===== src/common/rx_walk_consts.vh =====
`ifndef RX_WALK_CONSTS_VH
`define RX_WALK_CONSTS_VH
// ----------------------------------------
// register map (byte addresses)
// ----------------------------------------
`define REG_CTRL        8'h00
`define REG_LIST_BASE   8'h04
`define REG_CUR_DESC    8'h08
`define REG_STATUS      8'h0c
`define REG_FRAME_CNT   8'h10
`define CTRL_ENABLE_BIT 0
`define CTRL_RESET_VAL  32'h0000_0000
`define BASE_RESET_VAL  32'h0000_0000
`define RESP_OKAY       2'b00
`define RESP_SLVERR     2'b10
// ----------------------------------------
// receive descriptor layout
// ----------------------------------------
`define DESC_CTRL_OFS   32'h0000_0004
`define DESC_PTR1_OFS   32'h0000_0008
`define DESC_PTR2_OFS   32'h0000_000c
`define DESC_STRIDE     32'h0000_0010
`define CW_RING_END     15
`define CW_CHAINED      14
`define CW_SIZE1_MSB    12
`define CW_SIZE1_LSB    0
`define CW_SIZE2_MSB    28
`define CW_SIZE2_LSB    16
`define SIZE_W          13
`define FIFO_DEPTH      16
`endif


===== src/hdl/rx_byte_fifo.v =====
`timescale 1ns/1ns
`default_nettype none
module rx_byte_fifo #(
	parameter WIDTH = 9,
	parameter DEPTH = 16,
	parameter AW    = 4
) (
	input  wire             i_sys_clk,
	input  wire             i_nrst,
	input  wire             i_in_valid,
	input  wire [WIDTH-1:0] i_in_data,
	output wire             o_in_ready,
	output wire             o_out_valid,
	output wire [WIDTH-1:0] o_out_data,
	input  wire             i_out_ready
);
	reg [WIDTH-1:0] mem [0:DEPTH-1];
	reg [AW-1:0]    wr_ptr;
	reg [AW-1:0]    rd_ptr;
	reg [AW:0]      count;
	wire            push;
	wire            pop;

	// honest full and empty from the fill count
	assign o_in_ready  = (count != DEPTH[AW:0]);
	assign o_out_valid = (count != {(AW+1){1'b0}});
	assign o_out_data  = mem[rd_ptr];
	assign push = i_in_valid && o_in_ready;
	assign pop  = o_out_valid && i_out_ready;

	// storage, no reset needed on the array
	always @(posedge i_sys_clk) begin
		if (push)
			mem[wr_ptr] <= i_in_data;
	end

	// pointers wrap at depth
	always @(posedge i_sys_clk or negedge i_nrst) begin
		if (!i_nrst) begin
			wr_ptr <= {AW{1'b0}};
			rd_ptr <= {AW{1'b0}};
			count  <= {(AW+1){1'b0}};
		end else begin
			if (push)
				wr_ptr <= (wr_ptr == DEPTH[AW-1:0] - 1'b1) ? {AW{1'b0}} : wr_ptr + 1'b1;
			if (pop)
				rd_ptr <= (rd_ptr == DEPTH[AW-1:0] - 1'b1) ? {AW{1'b0}} : rd_ptr + 1'b1;
			if (push && !pop)
				count <= count + 1'b1;
			else if (pop && !push)
				count <= count - 1'b1;
		end
	end
endmodule
`default_nettype wire


===== src/hdl/rx_desc_decode.v =====
`timescale 1ns/1ns
`default_nettype none
`include "rx_walk_consts.vh"
module rx_desc_decode (
	input  wire [31:0]         i_control_word,
	input  wire [31:0]         i_second_pointer,
	output wire                o_ring_end,
	output wire                o_chained,
	output wire [`SIZE_W-1:0]  o_first_size,
	output wire [`SIZE_W-1:0]  o_second_size,
	output wire [31:0]         o_next_desc
);
	// control word fields
	assign o_ring_end   = i_control_word[`CW_RING_END];
	assign o_chained    = i_control_word[`CW_CHAINED];
	assign o_first_size = i_control_word[`CW_SIZE1_MSB:`CW_SIZE1_LSB];
	// second size is a don't care while chained
	assign o_second_size = o_chained ? {`SIZE_W{1'b0}} :
		i_control_word[`CW_SIZE2_MSB:`CW_SIZE2_LSB];
	// chained pointer low bits ignored
	assign o_next_desc = {i_second_pointer[31:2], 2'b00};
endmodule
`default_nettype wire


===== src/hdl/rx_desc_walker.v =====
`timescale 1ns/1ns
`default_nettype none
`include "rx_walk_consts.vh"
module rx_desc_walker #(
	parameter ADDR_W     = 8,
	parameter FIFO_DEPTH = `FIFO_DEPTH,
	parameter FIFO_AW    = 4
) (
	input  wire              i_sys_clk,
	input  wire              i_nrst,
	// axi4-lite register port
	input  wire [ADDR_W-1:0] i_s_awaddr,
	input  wire              i_s_awvalid,
	output wire              o_s_awready,
	input  wire [31:0]       i_s_wdata,
	input  wire [3:0]        i_s_wstrb,
	input  wire              i_s_wvalid,
	output wire              o_s_wready,
	output reg  [1:0]        o_s_bresp,
	output reg               o_s_bvalid,
	input  wire              i_s_bready,
	input  wire [ADDR_W-1:0] i_s_araddr,
	input  wire              i_s_arvalid,
	output wire              o_s_arready,
	output reg  [31:0]       o_s_rdata,
	output reg  [1:0]        o_s_rresp,
	output reg               o_s_rvalid,
	input  wire              i_s_rready,
	// received byte stream
	input  wire              i_rx_valid,
	input  wire [7:0]        i_rx_data,
	input  wire              i_rx_last,
	output wire              o_rx_ready,
	// system memory port
	output reg               o_mem_req,
	output reg               o_mem_we,
	output reg  [31:0]       o_mem_addr,
	output reg  [31:0]       o_mem_wdata,
	output reg  [3:0]        o_mem_strb,
	input  wire              i_mem_ack,
	input  wire [31:0]       i_mem_rdata
);
	// ----------------------------------------
	// states and helpers
	// ----------------------------------------
	localparam ST_IDLE    = 3'd0;
	localparam ST_FETCH   = 3'd1;
	localparam ST_PICK1   = 3'd2;
	localparam ST_PICK2   = 3'd3;
	localparam ST_FILL    = 3'd4;
	localparam ST_ADVANCE = 3'd5;
	// reset image of the control register, enable taken from its bit
	localparam [31:0] CTRL_RST = `CTRL_RESET_VAL;

	// clear the two low address bits
	function [31:0] word_align;
		input [31:0] addr;
		begin
			word_align = {addr[31:2], 2'b00};
		end
	endfunction

	// one-hot byte lane of an address
	function [3:0] lane_strb;
		input [1:0] lane;
		begin
			lane_strb = 4'h1 << lane;
		end
	endfunction

	reg  [2:0]           state;
	reg  [1:0]           fetch_idx;
	reg  [31:0]          control_word;
	reg  [31:0]          first_pointer;
	reg  [31:0]          second_pointer;
	reg  [31:0]          cur_desc;
	reg  [31:0]          buf_base;
	reg  [`SIZE_W-1:0]   buf_size;
	reg  [`SIZE_W-1:0]   byte_idx;
	reg                  in_second;
	reg                  sof_pending;
	reg                  last_sent;
	reg                  enable;
	reg  [31:0]          list_base;
	reg  [31:0]          frame_cnt;
	wire                 ring_end;
	wire                 chained;
	wire [`SIZE_W-1:0]   first_size;
	wire [`SIZE_W-1:0]   second_size;
	wire [31:0]          next_desc;
	wire                 fifo_valid;
	wire [8:0]           fifo_data;
	wire                 fifo_pop;
	wire [31:0]          byte_addr;
	wire                 write_done;

	// ----------------------------------------
	// descriptor decode and data buffer
	// ----------------------------------------
	rx_desc_decode u_decode (
		.i_control_word   (control_word),
		.i_second_pointer (second_pointer),
		.o_ring_end       (ring_end),
		.o_chained        (chained),
		.o_first_size     (first_size),
		.o_second_size    (second_size),
		.o_next_desc      (next_desc)
	);

	rx_byte_fifo #(
		.WIDTH (9),
		.DEPTH (FIFO_DEPTH),
		.AW    (FIFO_AW)
	) u_fifo (
		.i_sys_clk   (i_sys_clk),
		.i_nrst      (i_nrst),
		.i_in_valid  (i_rx_valid),
		.i_in_data   ({i_rx_last, i_rx_data}),
		.o_in_ready  (o_rx_ready),
		.o_out_valid (fifo_valid),
		.o_out_data  (fifo_data),
		.i_out_ready (fifo_pop)
	);

	// byte leaves the buffer only once memory took it
	assign write_done = (state == ST_FILL) && o_mem_req && o_mem_we && i_mem_ack;
	assign fifo_pop   = write_done;
	// byte address from aligned base plus running index
	assign byte_addr  = buf_base + {{(32-`SIZE_W){1'b0}}, byte_idx};

	// ----------------------------------------
	// descriptor walk and buffer fill
	// ----------------------------------------
	always @(posedge i_sys_clk or negedge i_nrst) begin
		if (!i_nrst) begin
			state          <= ST_IDLE;
			fetch_idx      <= 2'd0;
			control_word   <= 32'h0000_0000;
			first_pointer  <= 32'h0000_0000;
			second_pointer <= 32'h0000_0000;
			cur_desc       <= 32'h0000_0000;
			buf_base       <= 32'h0000_0000;
			buf_size       <= {`SIZE_W{1'b0}};
			byte_idx       <= {`SIZE_W{1'b0}};
			in_second      <= 1'b0;
			sof_pending    <= 1'b1;
			last_sent      <= 1'b0;
			frame_cnt      <= 32'h0000_0000;
			o_mem_req      <= 1'b0;
			o_mem_we       <= 1'b0;
			o_mem_addr     <= 32'h0000_0000;
			o_mem_wdata    <= 32'h0000_0000;
			o_mem_strb     <= 4'h0;
		end else begin
			case (state)
			ST_IDLE: begin
				if (enable) begin
					cur_desc  <= list_base;
					fetch_idx <= 2'd0;
					state     <= ST_FETCH;
				end
			end
			// read control, first and second pointer words
			ST_FETCH: begin
				if (o_mem_req && i_mem_ack) begin
					o_mem_req <= 1'b0;
					case (fetch_idx)
					2'd0: control_word <= i_mem_rdata;
					2'd1: first_pointer <= i_mem_rdata;
					default: second_pointer <= i_mem_rdata;
					endcase
					fetch_idx <= fetch_idx + 2'd1;
					if (fetch_idx == 2'd2)
						state <= ST_PICK1;
				end else if (!o_mem_req) begin
					o_mem_req  <= 1'b1;
					o_mem_we   <= 1'b0;
					o_mem_strb <= 4'h0;
					case (fetch_idx)
					2'd0: o_mem_addr <= cur_desc + `DESC_CTRL_OFS;
					2'd1: o_mem_addr <= cur_desc + `DESC_PTR1_OFS;
					default: o_mem_addr <= cur_desc + `DESC_PTR2_OFS;
					endcase
				end
			end
			// first buffer always comes first
			ST_PICK1: begin
				in_second <= 1'b0;
				buf_base  <= word_align(first_pointer);
				buf_size  <= first_size;
				if (first_size == {`SIZE_W{1'b0}})
					state <= ST_PICK2;
				else begin
					// frame start keeps true offset, else low bits dropped
					byte_idx <= sof_pending ?
						{{(`SIZE_W-2){1'b0}}, first_pointer[1:0]} :
						{`SIZE_W{1'b0}};
					state <= ST_FILL;
				end
			end
			// second buffer only when not chained
			ST_PICK2: begin
				in_second <= 1'b1;
				buf_base  <= word_align(second_pointer);
				buf_size  <= second_size;
				if (chained || second_size == {`SIZE_W{1'b0}})
					state <= ST_ADVANCE;
				else begin
					byte_idx <= sof_pending ?
						{{(`SIZE_W-2){1'b0}}, second_pointer[1:0]} :
						{`SIZE_W{1'b0}};
					state <= ST_FILL;
				end
			end
			// one byte per aligned word write, lane from offset
			ST_FILL: begin
				if (write_done) begin
					o_mem_req   <= 1'b0;
					byte_idx    <= byte_idx + 1'b1;
					sof_pending <= last_sent;
					if (last_sent) begin
						frame_cnt <= frame_cnt + 32'h0000_0001;
						state     <= ST_ADVANCE;
					end else if (byte_idx + 1'b1 >= buf_size)
						state <= in_second ? ST_ADVANCE : ST_PICK2;
				end else if (!o_mem_req && fifo_valid) begin
					o_mem_req   <= 1'b1;
					o_mem_we    <= 1'b1;
					o_mem_addr  <= word_align(byte_addr);
					o_mem_wdata <= {4{fifo_data[7:0]}};
					o_mem_strb  <= lane_strb(byte_addr[1:0]);
					last_sent   <= fifo_data[8];
				end
			end
			// ring end beats chain, chain beats stride
			ST_ADVANCE: begin
				if (ring_end)
					cur_desc <= list_base;
				else if (chained)
					cur_desc <= next_desc;
				else
					cur_desc <= cur_desc + `DESC_STRIDE;
				fetch_idx <= 2'd0;
				state     <= enable ? ST_FETCH : ST_IDLE;
			end
			default: begin
				state <= ST_IDLE;
			end
			endcase
		end
	end

	// ----------------------------------------
	// axi4-lite slave
	// ----------------------------------------
	reg              aw_held;
	reg              w_held;
	reg [ADDR_W-1:0] aw_addr;
	reg [31:0]       w_data;
	reg [3:0]        w_strb;

	// each channel accepted once, response waits for both
	assign o_s_awready = !aw_held && !o_s_bvalid;
	assign o_s_wready  = !w_held && !o_s_bvalid;
	assign o_s_arready = !o_s_rvalid;

	// byte-lane merge of a write
	function [31:0] merge_strb;
		input [31:0] old_val;
		input [31:0] new_val;
		input [3:0]  strb;
		integer      i;
		begin
			merge_strb = old_val;
			for (i = 0; i < 4; i = i + 1)
				if (strb[i])
					merge_strb[i*8 +: 8] = new_val[i*8 +: 8];
		end
	endfunction

	// write channels, control and list base registers
	always @(posedge i_sys_clk or negedge i_nrst) begin
		if (!i_nrst) begin
			aw_held    <= 1'b0;
			w_held     <= 1'b0;
			aw_addr    <= {ADDR_W{1'b0}};
			w_data     <= 32'h0000_0000;
			w_strb     <= 4'h0;
			o_s_bvalid <= 1'b0;
			o_s_bresp  <= `RESP_OKAY;
			enable     <= CTRL_RST[`CTRL_ENABLE_BIT];
			list_base  <= `BASE_RESET_VAL;
		end else begin
			if (i_s_awvalid && o_s_awready) begin
				aw_held <= 1'b1;
				aw_addr <= i_s_awaddr;
			end
			if (i_s_wvalid && o_s_wready) begin
				w_held <= 1'b1;
				w_data <= i_s_wdata;
				w_strb <= i_s_wstrb;
			end
			if (aw_held && w_held && !o_s_bvalid) begin
				aw_held    <= 1'b0;
				w_held     <= 1'b0;
				o_s_bvalid <= 1'b1;
				o_s_bresp  <= `RESP_OKAY;
				case (aw_addr)
				`REG_CTRL: begin
					if (w_strb[0])
						enable <= w_data[`CTRL_ENABLE_BIT];
				end
				`REG_LIST_BASE: begin
					list_base <= merge_strb(list_base, w_data, w_strb);
				end
				`REG_CUR_DESC, `REG_STATUS, `REG_FRAME_CNT: begin
					o_s_bresp <= `RESP_OKAY; // read-only, write ignored
				end
				default: begin
					o_s_bresp <= `RESP_SLVERR;
				end
				endcase
			end else if (o_s_bvalid && i_s_bready)
				o_s_bvalid <= 1'b0;
		end
	end

	// read channel, data registered one cycle after address
	always @(posedge i_sys_clk or negedge i_nrst) begin
		if (!i_nrst) begin
			o_s_rvalid <= 1'b0;
			o_s_rdata  <= 32'h0000_0000;
			o_s_rresp  <= `RESP_OKAY;
		end else begin
			if (i_s_arvalid && o_s_arready) begin
				o_s_rvalid <= 1'b1;
				o_s_rresp  <= `RESP_OKAY;
				case (i_s_araddr)
				`REG_CTRL:      o_s_rdata <= {31'h0, enable};
				`REG_LIST_BASE: o_s_rdata <= list_base;
				`REG_CUR_DESC:  o_s_rdata <= cur_desc;
				`REG_STATUS:    o_s_rdata <= {26'h0, sof_pending, in_second,
					state == ST_IDLE, state};
				`REG_FRAME_CNT: o_s_rdata <= frame_cnt;
				default: begin
					o_s_rdata <= 32'h0000_0000;
					o_s_rresp <= `RESP_SLVERR;
				end
				endcase
			end else if (o_s_rvalid && i_s_rready)
				o_s_rvalid <= 1'b0;
		end
	end
endmodule
`default_nettype wire


===== config.mk =====
export PLATFORM = sky130hd
export DESIGN_NAME = rx_desc_walker
export DESIGN_NICKNAME = d
export VERILOG_FILES = /design/src/hdl/rx_byte_fifo.v /design/src/hdl/rx_desc_decode.v /design/src/hdl/rx_desc_walker.v
export VERILOG_INCLUDE_DIRS = /design/src /design/src/common
export SDC_FILE = /design/constraint.sdc
export NUM_CORES = 1
export LEC_CHECK = 0
export BUFFER_PORTS_ARGS = -buffer_cell sky130_fd_sc_hd__buf_2
export CELL_PAD_IN_SITES_DETAIL_PLACEMENT = 1
export CELL_PAD_IN_SITES_GLOBAL_PLACEMENT = 1
export CORE_AREA = 2 2 325 263
export DETAILED_ROUTE_END_ITERATION = 6
export DIE_AREA = 0 0 327 265
export MAX_ROUTING_LAYER = met4
export PLACE_DENSITY_LB_ADDON = 0.1
export SETUP_SLACK_MARGIN = 0.1
export SYNTH_ARGS = -nofsm -noshare
export SYNTH_HDL_FRONTEND = slang
export SYNTH_SLANG_ARGS = --single-unit

===== constraint.sdc =====
create_clock -name i_sys_clk -period 5.2 [get_ports i_sys_clk]
set_clock_uncertainty 0.1 [all_clocks]
set_input_delay 0.78 -clock i_sys_clk [delete_from_list [all_inputs] [get_ports i_sys_clk]]
set_output_delay 0.78 -clock i_sys_clk [all_outputs]
set_load 0.05 [all_outputs]

### Word-level counts from Yosys, hierarchy flattened

Memory sizes are Yosys's and may differ from the RTL's.
Index checks and enable logic that the tools add are counted.

| operators by class | value |
|---|---|
| mux-type cells | 64 |
| eq/ne operators | 30 |
| magnitude comparators | 1 |
| shift operators | 1 |
| add/sub/neg operators | 12 |
| bitwise logic cells | 2 |
| reductions and logical operators | 63 |

Operators by type and width:

| cell | number |
|---|---|
| 32-bit case mux with 2 select lines | 4 |
| 32-bit two-way mux | 7 |
| 32-bit case mux with 5 select lines | 1 |
| 32-bit by 4-bit adder with 32-bit output, second input constant | 2 |
| 13-bit two-way mux | 4 |
| 13-bit case mux with 3 select lines | 1 |
| 3-bit AND reduction | 11 |
| 32-bit by 1-bit adder with 32-bit output, second input constant | 1 |
| 32-bit by 13-bit adder with 32-bit output | 1 |
| 32-bit by 3-bit adder with 32-bit output, second input constant | 1 |
| 32-bit by 5-bit adder with 32-bit output, second input constant | 1 |
| 8-bit by 4-bit equality test with 1-bit output, second input constant | 4 |
| 13-bit zero test | 2 |
| 13-bit case mux with 2 select lines | 1 |
| 3-bit two-way mux | 8 |
| 4-bit two-way mux | 6 |
| 1-bit logical AND | 18 |
| 1-bit two-way mux | 18 |
| 3-bit case mux with 6 select lines | 1 |
| 8-bit by 3-bit equality test with 1-bit output, second input constant | 2 |
| 8-bit by 5-bit equality test with 1-bit output, second input constant | 2 |
| 8-bit zero test | 2 |
| 2-bit != test, second input constant | 8 |
| 2-bit nonzero test | 8 |
| 34 further kinds | 59 |

| word-level totals | value |
|---|---|
| memories | 1 |
| bits in writable memories | 144 |
| output and inout port bits | 112 |
| bits of input ports | 102 |
| bits in registers | 423 |
| word-level logic and storage cells | 210 |

Memories:

| name | words | bits a word | rd ports | clocked after memory_dff | wr ports | line | text |
|---|---|---|---|---|---|---|---|
| u_fifo.mem | 16 | 9 | 1 | 0 | 1 | rx_byte_fifo.v:17 | `reg [WIDTH-1:0] mem [0:DEPTH-1];` |

### Logic depth before layout (Yosys ltp)

Gate-level depths: netlist of run 1.

| logic depth | value |
|---|---|
| depth in word-level cells | 8 |
| depth in mapped cells | 15 |
| depth with buffers taken out | 12 |

### Cells and area by module

From an unflattened synthesis of run 1, not the netlist that was laid out.

| second synthesis, totals | value |
|---|---|
| cells, all modules | 2220 |
| area, all modules | 26190.1 sq um |

Modules (own cells, without submodules):

| module | cells each | instances | area an instance (sq um) |
|---|---|---|---|
| rx_desc_walker | 1836 | 1 | 19403.6 |
| rx_byte_fifo | 322 | 1 | 6294.8 |
| rx_desc_decode | 62 | 1 | 491.7 |

### Worst setup path after synthesis of run 1

OpenSTA, ideal clock, no wires.

| path | value |
|---|---|
| path type | register -> register |
| from | reg o_mem_req |
| to | reg u_fifo.count[4] |
| cell stages (with the launch flop) | 15 |
| path slack | 1.956 ns |
| buffers on the path | 2 |
| arrival time | 3.018 ns |
| period minus slack after synthesis | 3.244 ns |
| setup time | 0.125 ns |
| path through | dfrtp_1 -> clkbuf_1 -> nand3_1 -> or2_1 -> buf_6 -> nor2_1 -> inv_1 -> ha_1 -> inv_1 -> ha_1 -> a21o_1 -> a21oi_1 -> xnor2_1 -> nor2_1 -> xor2_1 |

| on the way | value |
|---|---|
| longest elaborated chain between the ends | 7 |
| elaborated cells on any way between the ends | 9 |
| classes of those cells | 1 x mux; 8 x reduce/logical |

RTL lines:

| element | line | text |
|---|---|---|
| start: declaration | rx_desc_walker.v:35 | `output reg o_mem_req,` |
| start signal: assignment | rx_desc_walker.v:149 | `o_mem_req <= 1'b0;` |
| start signal: assignment | rx_desc_walker.v:166 | `o_mem_req <= 1'b0;` |
| start signal: assignment | rx_desc_walker.v:176 | `o_mem_req <= 1'b1;` |
| 1-bit logical AND * (3 in a row) | rx_desc_walker.v:126 | `assign write_done = (state == ST_FILL) && o_mem_req && o_mem_we && i_mem_ack;` |
| 1-bit logical AND * | rx_byte_fifo.v:29 | `assign pop = o_out_valid && i_out_ready;` |
| 1-bit zero test | rx_byte_fifo.v:48 | `if (push && !pop)` |
| 1-bit logical AND | rx_byte_fifo.v:48 |  |
| 5-bit two-way mux or 2-bit nonzero test (tied branches) | -- |  |
| end signal: assignment | rx_byte_fifo.v:42 | `count <= {(AW+1){1'b0}};` |
| end signal: assignment | rx_byte_fifo.v:49 | `count <= count + 1'b1;` |
| end signal: assignment | rx_byte_fifo.v:51 | `count <= count - 1'b1;` |
| end: declaration | rx_byte_fifo.v:20 | `reg [AW:0] count;` |

Mark *: on every way between the ends. The rest lies on a longest branch, timed or not.
A chain may end at the register's enable or synchronous reset.

### Final worst setup path of run 1

| path | value |
|---|---|
| from | reg state[1] |
| to | reg u_fifo.count[4] |

| on the way | value |
|---|---|
| longest elaborated chain between the ends | 8 |
| elaborated cells on any way between the ends | 10 |
| classes of those cells | 1 x eq/ne; 1 x mux; 8 x reduce/logical |

RTL lines:

| element | line | text |
|---|---|---|
| start: declaration | rx_desc_walker.v:71 | `reg [2:0] state;` |
| start signal: assignment | rx_desc_walker.v:225 | `state <= in_second ? ST_ADVANCE : ST_PICK2;` |
| start signal: assignment | rx_desc_walker.v:244 | `state <= enable ? ST_FETCH : ST_IDLE;` |
| 3-bit equality test * | rx_desc_walker.v:126 |  |
| 1-bit logical AND * (3 in a row) | rx_desc_walker.v:126 |  |
| 1-bit logical AND * | rx_byte_fifo.v:29 |  |
| 1-bit zero test | rx_byte_fifo.v:48 |  |
| 1-bit logical AND | rx_byte_fifo.v:48 |  |
| 5-bit two-way mux or 2-bit nonzero test (tied branches) | -- |  |

Marks and branches as above.

==> results.json, run 1 <==
{
  "status": "completed",
  "synth_edf_count": 144,
  "rows": 95,
  "die_area_um2": 86660,
  "dpl_worst_slack_ps": 1334,
  "placed_area_um2": 26960,
  "drive_above_1_share_pct": 26.27,
  "diodes": 0,
  "fmax_mhz": 253.7,
  "gp_congestion": 0.8483,
  "hpwl_um": 57830,
  "hold_class": "in -> async",
  "cts_resized": 0,
  "start_util_pct": 29.76,
  "drtPass1Iterations": 6,
  "grt_pass1_wl_um": 119300,
  "power_density_nw_per_um2": 574.1,
  "dieWidth_um": 327,
  "grt_pass1_vias": 18130,
  "syn_area_um2": 24800,
  "cp.buffers_inverters": 3,
  "cts.clk_slew.worst_paths_ps": 60,
  "via_per_inst": 5.047,
  "rr_worst_depth": 13,
  "endpoint_kind": "flip-flop",
  "cts_htree_levels": 2,
  "rrSetupSlack_ps": 1260,
  "ys.warnings.count": 0,
  "ir_worst_vdd_mv": 0.3540,
  "ys_top_cells_by_count": "393 x dfrtp_1, 209 x nand2_1, 170 x mux2_2, 144 x edfxtp_1, 126 x o21ai_0",
  "design_area_um2": 29060,
  "path_cells": "buf_4 -> or3b_1 -> or2_1 -> nor2_1 -> inv_1 -> ha_1 -> inv_1 -> ha_1 -> a21o_1 -> a21oi_1 -> xnor2_1 -> nor2_1 -> xor2_1",
  "final-setup-viol-count": 0,
  "synth.most_common_cell": "dfrtp_1",
  "cp.arrival_ps": 4330,
  "path_max_fanout": 19,
  "ios": 214,
  "core_area_um2": 83320,
  "layout_setup_ws_ps": 1259,
  "synth.avg_cell_area_um2": 12.19,
  "drt_iter0_drc": 1010,
  "total_power_uw": 16680,
  "io_buffers": 211,
  "worst_pin_slew_ps": 1135,
  "path_class": "reg -> reg",
  "die_h_um": 265,
  "antenna_found_initial": 3,
  "grt_max_degree": 113,
  "postRouteAntennaNets": 0,
  "finalHoldViolCount": 0,
  "clock_latency_ps": 650,
  "tritoncts": "yes",
  "worst_setup_path_start_kind": "flip-flop",
  "slew_violations": 0,
  "synthCells": 2035,
  "synth_area_leader_cell": "dfrtp_1",
  "fin_setup_tns_ps": 0,
  "root_buffer": "clkbuf_16",
  "grt_overflow": 0,
  "postCtsSetupRepairBufs": 0,
  "cts.sinks": 538,
  "period_minus_slack_ps": 3941,
  "num_vias": 16980,
  "power.leakage_uw": 0.01230,
  "whs_ps": 127.6,
  "r2r_end": "u_fifo.count[4]$_DFFE_PN0P_",
  "yosys.area.top_type_share_pct": 39.65,
  "wl_um": 78960,
  "cts_buffers": 60,
  "slowest_stage": "or3b_1",
  "cp_top_family": "simple AND/OR/NAND/NOR gates",
  "drc": 0,
  "final_nets": 2351,
  "synth_top_cells_by_area": "dfrtp_1 40%, edfxtp_1 17%, mux2_2 7.7%",
  "synth_seq_cells": 538,
  "slowest_delay_ps": 710,
  "rsz0062_at_grt": "false",
  "ys_dominant_reg_cell": "dfrtp_1",
  "synth_cell_types": 67,
  "cts_buffer_depth": 3,
  "syn2layout_area_growth_pct": 17.16,
  "drv_cap": 0,
  "maxSlewHeadroom_pct": 23.93,
  "grt_use_total_pct": 18.84,
  "synthArstFlopShare_pct": 73.23,
  "fin_crit_sh_pct": 75.79,
  "yosysSeqAreaShare_pct": 57.20,
  "critPathRequiredTime_ps": 5590,
  "ctsHoldBuffers": 0,
  "wl_per_cell_um": 23.46,
  "worstReg2RegStart": "state[1]$_DFFE_PN0P_"
}
[layer usage]
layer  up-vias  track usage (%)  wire length [um]
met4         0            3.831              1338
met3        83            2.432              2657
met5         -                -                 0
li1       7750                -                 -
met2       287            30.92             38720
met1      8863            25.08             36240
[cell type report]
| class | count | area, um2 |
|---|---|---|
| flip-flops and latches | 538 | 14190 |
| repair buffers | 252 | 1399 |
| clock buffers | 81 | 1690 |
| clock inverters | 30 | 401.6 |
| multi-input cells | 1309 | 9831 |
| inverters | 40 | 150.1 |
| fillers | 8870 | 54270 |
| well taps | 1115 | 1395 |
[state kept, by name, indices dropped and copies added (netlist names), 5 cells and up]
| signal | cells |
|---|---|
| o_mem_wdata | 8 |
| buf_base | 30 |
| u_fifo.count | 5 |
| w_data | 32 |
| o_mem_addr | 32 |
| frame_cnt | 32 |
| u_fifo.mem | 144 |
| list_base | 32 |
| buf_size | 13 |
| o_s_rdata | 32 |
| cur_desc | 32 |
| second_pointer | 32 |
| first_pointer | 32 |
| aw_addr | 8 |
| control_word | 28 |
| byte_idx | 13 |
[report_power, final]
part / switching [uW] / internal, uW
sequential: 1410 / 5520
combinational: 3220 / 2030
clock: 1830 / 2680
[worst reg2reg max path, cell delays in order (launching register included)]
cell and delay, ps:
dfrtp_1 360, buf_4 200, or3b_1 710, or2_1 550, nor2_1 350, inv_1 140, ha_1 290, inv_1 120
ha_1 270, a21o_1 170, a21oi_1 170, xnor2_1 130, nor2_1 70, xor2_1 150
[through the flow]
step	std cells	utilization [%]
after floorplan	2036	-
final	3365	34.87
after global placement	3254	32.36
after CTS	3365	34.87
after detailed placement	3254	32.36
after global routing	3365	34.87
[cell families (layout without fill, tap and decap cells)]
logic type,count (synthesis),in the layout,share of synthesized area [%]
XOR/XNOR,128,128,4.520
flip-flops,538,538,57.20
AND/OR/NAND/NOR,503,503,9.394
AO/OA/AOI/OAI,371,371,9.500
buffers and inverters,189,403,3.360
other,1,2,0.01512
adder cells (fa/ha/maj),48,48,2.512
multiplexers,257,257,13.50
[how the worst max path moves through the flow]
stage	startpoint	end	cells past startpoint
after floorplan	o_mem_req$_DFFE_PN0P_	u_fifo.count[4]$_DFFE_PN0P_	14
after global placement	state[1]$_DFFE_PN0P_	u_fifo.count[4]$_DFFE_PN0P_	13
after detailed placement	state[1]$_DFFE_PN0P_	u_fifo.count[4]$_DFFE_PN0P_	13
after CTS	state[1]$_DFFE_PN0P_	u_fifo.count[4]$_DFFE_PN0P_	13
after global routing	state[1]$_DFFE_PN0P_	u_fifo.count[4]$_DFFE_PN0P_	13
final	state[1]$_DFFE_PN0P_	u_fifo.count[4]$_DFFE_PN0P_	13
[cell usage in the layout, fill, tap and decap left out, types with 10 or more instances in the layout]
cell type,n
inv_1,40
a21o_1,16
nor4_1,10
nor2_1,95
mux4_2,45
and3_1,18
nand2_1,209
nand3_1,55
a22o_1,16
clkbuf_8,11
buf_2,210
ha_1,45
a222oi_1,31
edfxtp_1,144
a31oi_1,11
nand4_1,33
o21ai_0,126
a22oi_1,12
dfrtp_1,391
clkbuf_16,60
nor3_1,27
clkinv_2,12
a221oi_1,13
buf_4,39
mux2_2,170
a21oi_1,82
xor2_1,70
xnor2_1,58
clkbuf_1,10
mux2i_1,42
o22ai_1,24
Power figures use the tool's default switching activity.
==> run 2: changes to the inputs <==
==> constraint.sdc (replaced) <==
create_clock -name i_sys_clk -period 3.3 [get_ports i_sys_clk]
set_clock_uncertainty 0.1 [all_clocks]
set_input_delay 0.495 -clock i_sys_clk [delete_from_list [all_inputs] [get_ports i_sys_clk]]
set_output_delay 0.495 -clock i_sys_clk [all_outputs]
set_load 0.05 [all_outputs]
==> run 2 against run 1 <==
  * Worst setup slack worse by 1000 ps
  * Sequential share of layout area shrank 1.5 points
  * Combinational power increased by 69%
  * Total power increased by 61%
  * Clock-buffer cell count is 8 higher
  * Non-clock buffer count up 87
  * Global-route usage up 0.46 points
  * Highest routed layer unchanged
  * Largest power group unchanged
  * Critical path depth down 3
  * Core utilization increased by 1.1 points
  * Worst hold slack got worse by 86 ps
  * First-iteration DRC count rose by 14%
==> results.json, run 2 (synthesized netlist as in run 1, its figures left out) <==
{
  "rows": 95,
  "maxSlewHeadroom_pct": 33.93,
  "tritoncts": "yes",
  "via_per_inst": 5.020,
  "grt_max_degree": 94,
  "start_util_pct": 29.76,
  "core_area_um2": 83320,
  "drt_iter0_drc": 1148,
  "dieWidth_um": 327,
  "drc": 0,
  "path_class": "reg -> reg",
  "layout_setup_ws_ps": 239.5,
  "final_nets": 2444,
  "root_buffer": "clkbuf_16",
  "worst_setup_path_start_kind": "flip-flop",
  "final_common_cell": "dfrtp_1",
  "cts.sinks": 538,
  "num_vias": 17380,
  "worst_pin_slew_ps": 991.0,
  "slew_violations": 0,
  "period_minus_slack_ps": 3060,
  "rsz0062_at_grt": "false",
  "critPathRequiredTime_ps": 3690,
  "power.leakage_uw": 0.01275,
  "die_area_um2": 86660,
  "ir_worst_vdd_mv": 0.5513,
  "layout_common_cells": "390 x dfrtp_1, 210 x buf_2, 209 x nand2_1",
  "cts_htree_levels": 3,
  "cts.clk_slew.worst_paths_ps": 60,
  "path_max_fanout": 9,
  "wl_per_cell_um": 23.42,
  "fillers": 8914,
  "cts_buffer_depth": 3,
  "top_register": "u_fifo.mem",
  "wl_um": 81080,
  "syn2layout_area_growth_pct": 20.75,
  "largest_register_ffs": 144,
  "clock_latency_ps": 620,
  "grt_use_total_pct": 19.31,
  "cp.arrival_ps": 3450,
  "power_density_nw_per_um2": 895.9,
  "ios": 214,
  "antenna_found_initial": 4,
  "hold_class": "in -> reg",
  "cts_buffers": 66,
  "grt_pass1_vias": 18680,
  "fmax_mhz": 326.7,
  "drtPass1Iterations": 6,
  "endpoint_kind": "flip-flop",
  "status": "completed",
  "grt_pass1_wl_um": 121800,
  "grt_overflow": 0,
  "postCtsSetupRepairBufs": 0,
  "die_h_um": 265,
  "drive_above_1_share_pct": 26.85,
  "finalHoldViolCount": 0,
  "dpl_worst_slack_ps": 63.35,
  "io_buffers": 211,
  "fin_setup_tns_ps": 0,
  "hpwl_um": 58270,
  "fin_crit_sh_pct": 92.74,
  "postRouteAntennaNets": 0,
  "final-setup-viol-count": 0,
  "drv_cap": 0,
  "gp_congestion": 0.8320
}
## run 2: cell type report
| class | count | area (um2) | share of cell area [%] |
|---|---|---|---|
| Antenna cell | 1 | 2.502 | 0.008357 |
| Clock buffer | 89 | 1861 | 6.213 |
| Clock inverter | 31 | 292.8 | 0.9777 |
| Inverter | 40 | 150.1 | 0.5014 |
| Multi-Input combinational cell | 1309 | 9816 | 32.78 |
| Sequential cell | 538 | 14190 | 47.38 |
| Tap cell | 1115 | 1395 | 4.659 |
| Timing Repair Buffer | 339 | 2240 | 7.479 |
## run 2: repair_timing
item	4_1_cts	5_1_grt
hold buffers	50	0
setup endpoints to repair	4	9
resized for setup	1	2
hold endpoints to repair	87	0
## run 2: worst max-delay path, stage by stage (launching register included)
cell and delay [ps]:
dfrtp_1 450, ha_1 250, fa_1 410, a21o_1 210, a221oi_2 390, buf_4 200, a211oi_1 60, a211o_2 440
nand2_1 120, xor2_1 170, o221ai_1 140
## run 2: stage by stage
stage          instance area, um2  hold WS, ps  total power [uW]  utilization [%]  instances
2_1_floorplan               24810        99.41             16430                -       2036
3_3_place_gp                27280        339.1             19580            32.74       3291
3_5_place_dp                27280        345.9             19810            32.74       3291
4_1_cts                     29940        5.217             27290            35.93       3461
5_1_grt                     29950        29.66             28420            35.94       3462
6_report                    29950        41.48             26830            35.94       3462
## run 2: final timing paths
kind / startpoint / end / slack (ps) / depth (start not counted)
max in group asynchronous: i_nrst / list_base[4]$_DFFE_PN0P_ / 1640 / 3
hold / removal: i_mem_rdata[16] / control_word[16]$_DFFE_PN0P_ / 40 / 2
min in group asynchronous: i_nrst / o_s_rdata[25]$_DFFE_PN0P_ / 280 / 2
hold reg to reg: o_mem_addr[1]$_DFFE_PN0P_ / o_mem_addr[1]$_DFFE_PN0P_ / 380 / 2
setup reg to reg: byte_idx[2]$_DFFE_PN0P_ / o_mem_addr[14]$_DFFE_PN0P_ / 240 / 10
setup / recovery: byte_idx[2]$_DFFE_PN0P_ / o_mem_addr[14]$_DFFE_PN0P_ / 240 / 10
## run 2: metal layers
layer	share of wire, %	track usage (%)
met5	0	-
met1	46	25.31
met2	48	31.14
met3	3.8	3.121
met4	2.2	5.009
## run 2: where the power goes
group | switching [uW] | total, uW | internal, uW
Sequential | 2000 | 10700 | 8700
Combinational | 5450 | 8850 | 3400
Clock | 2980 | 7280 | 4300
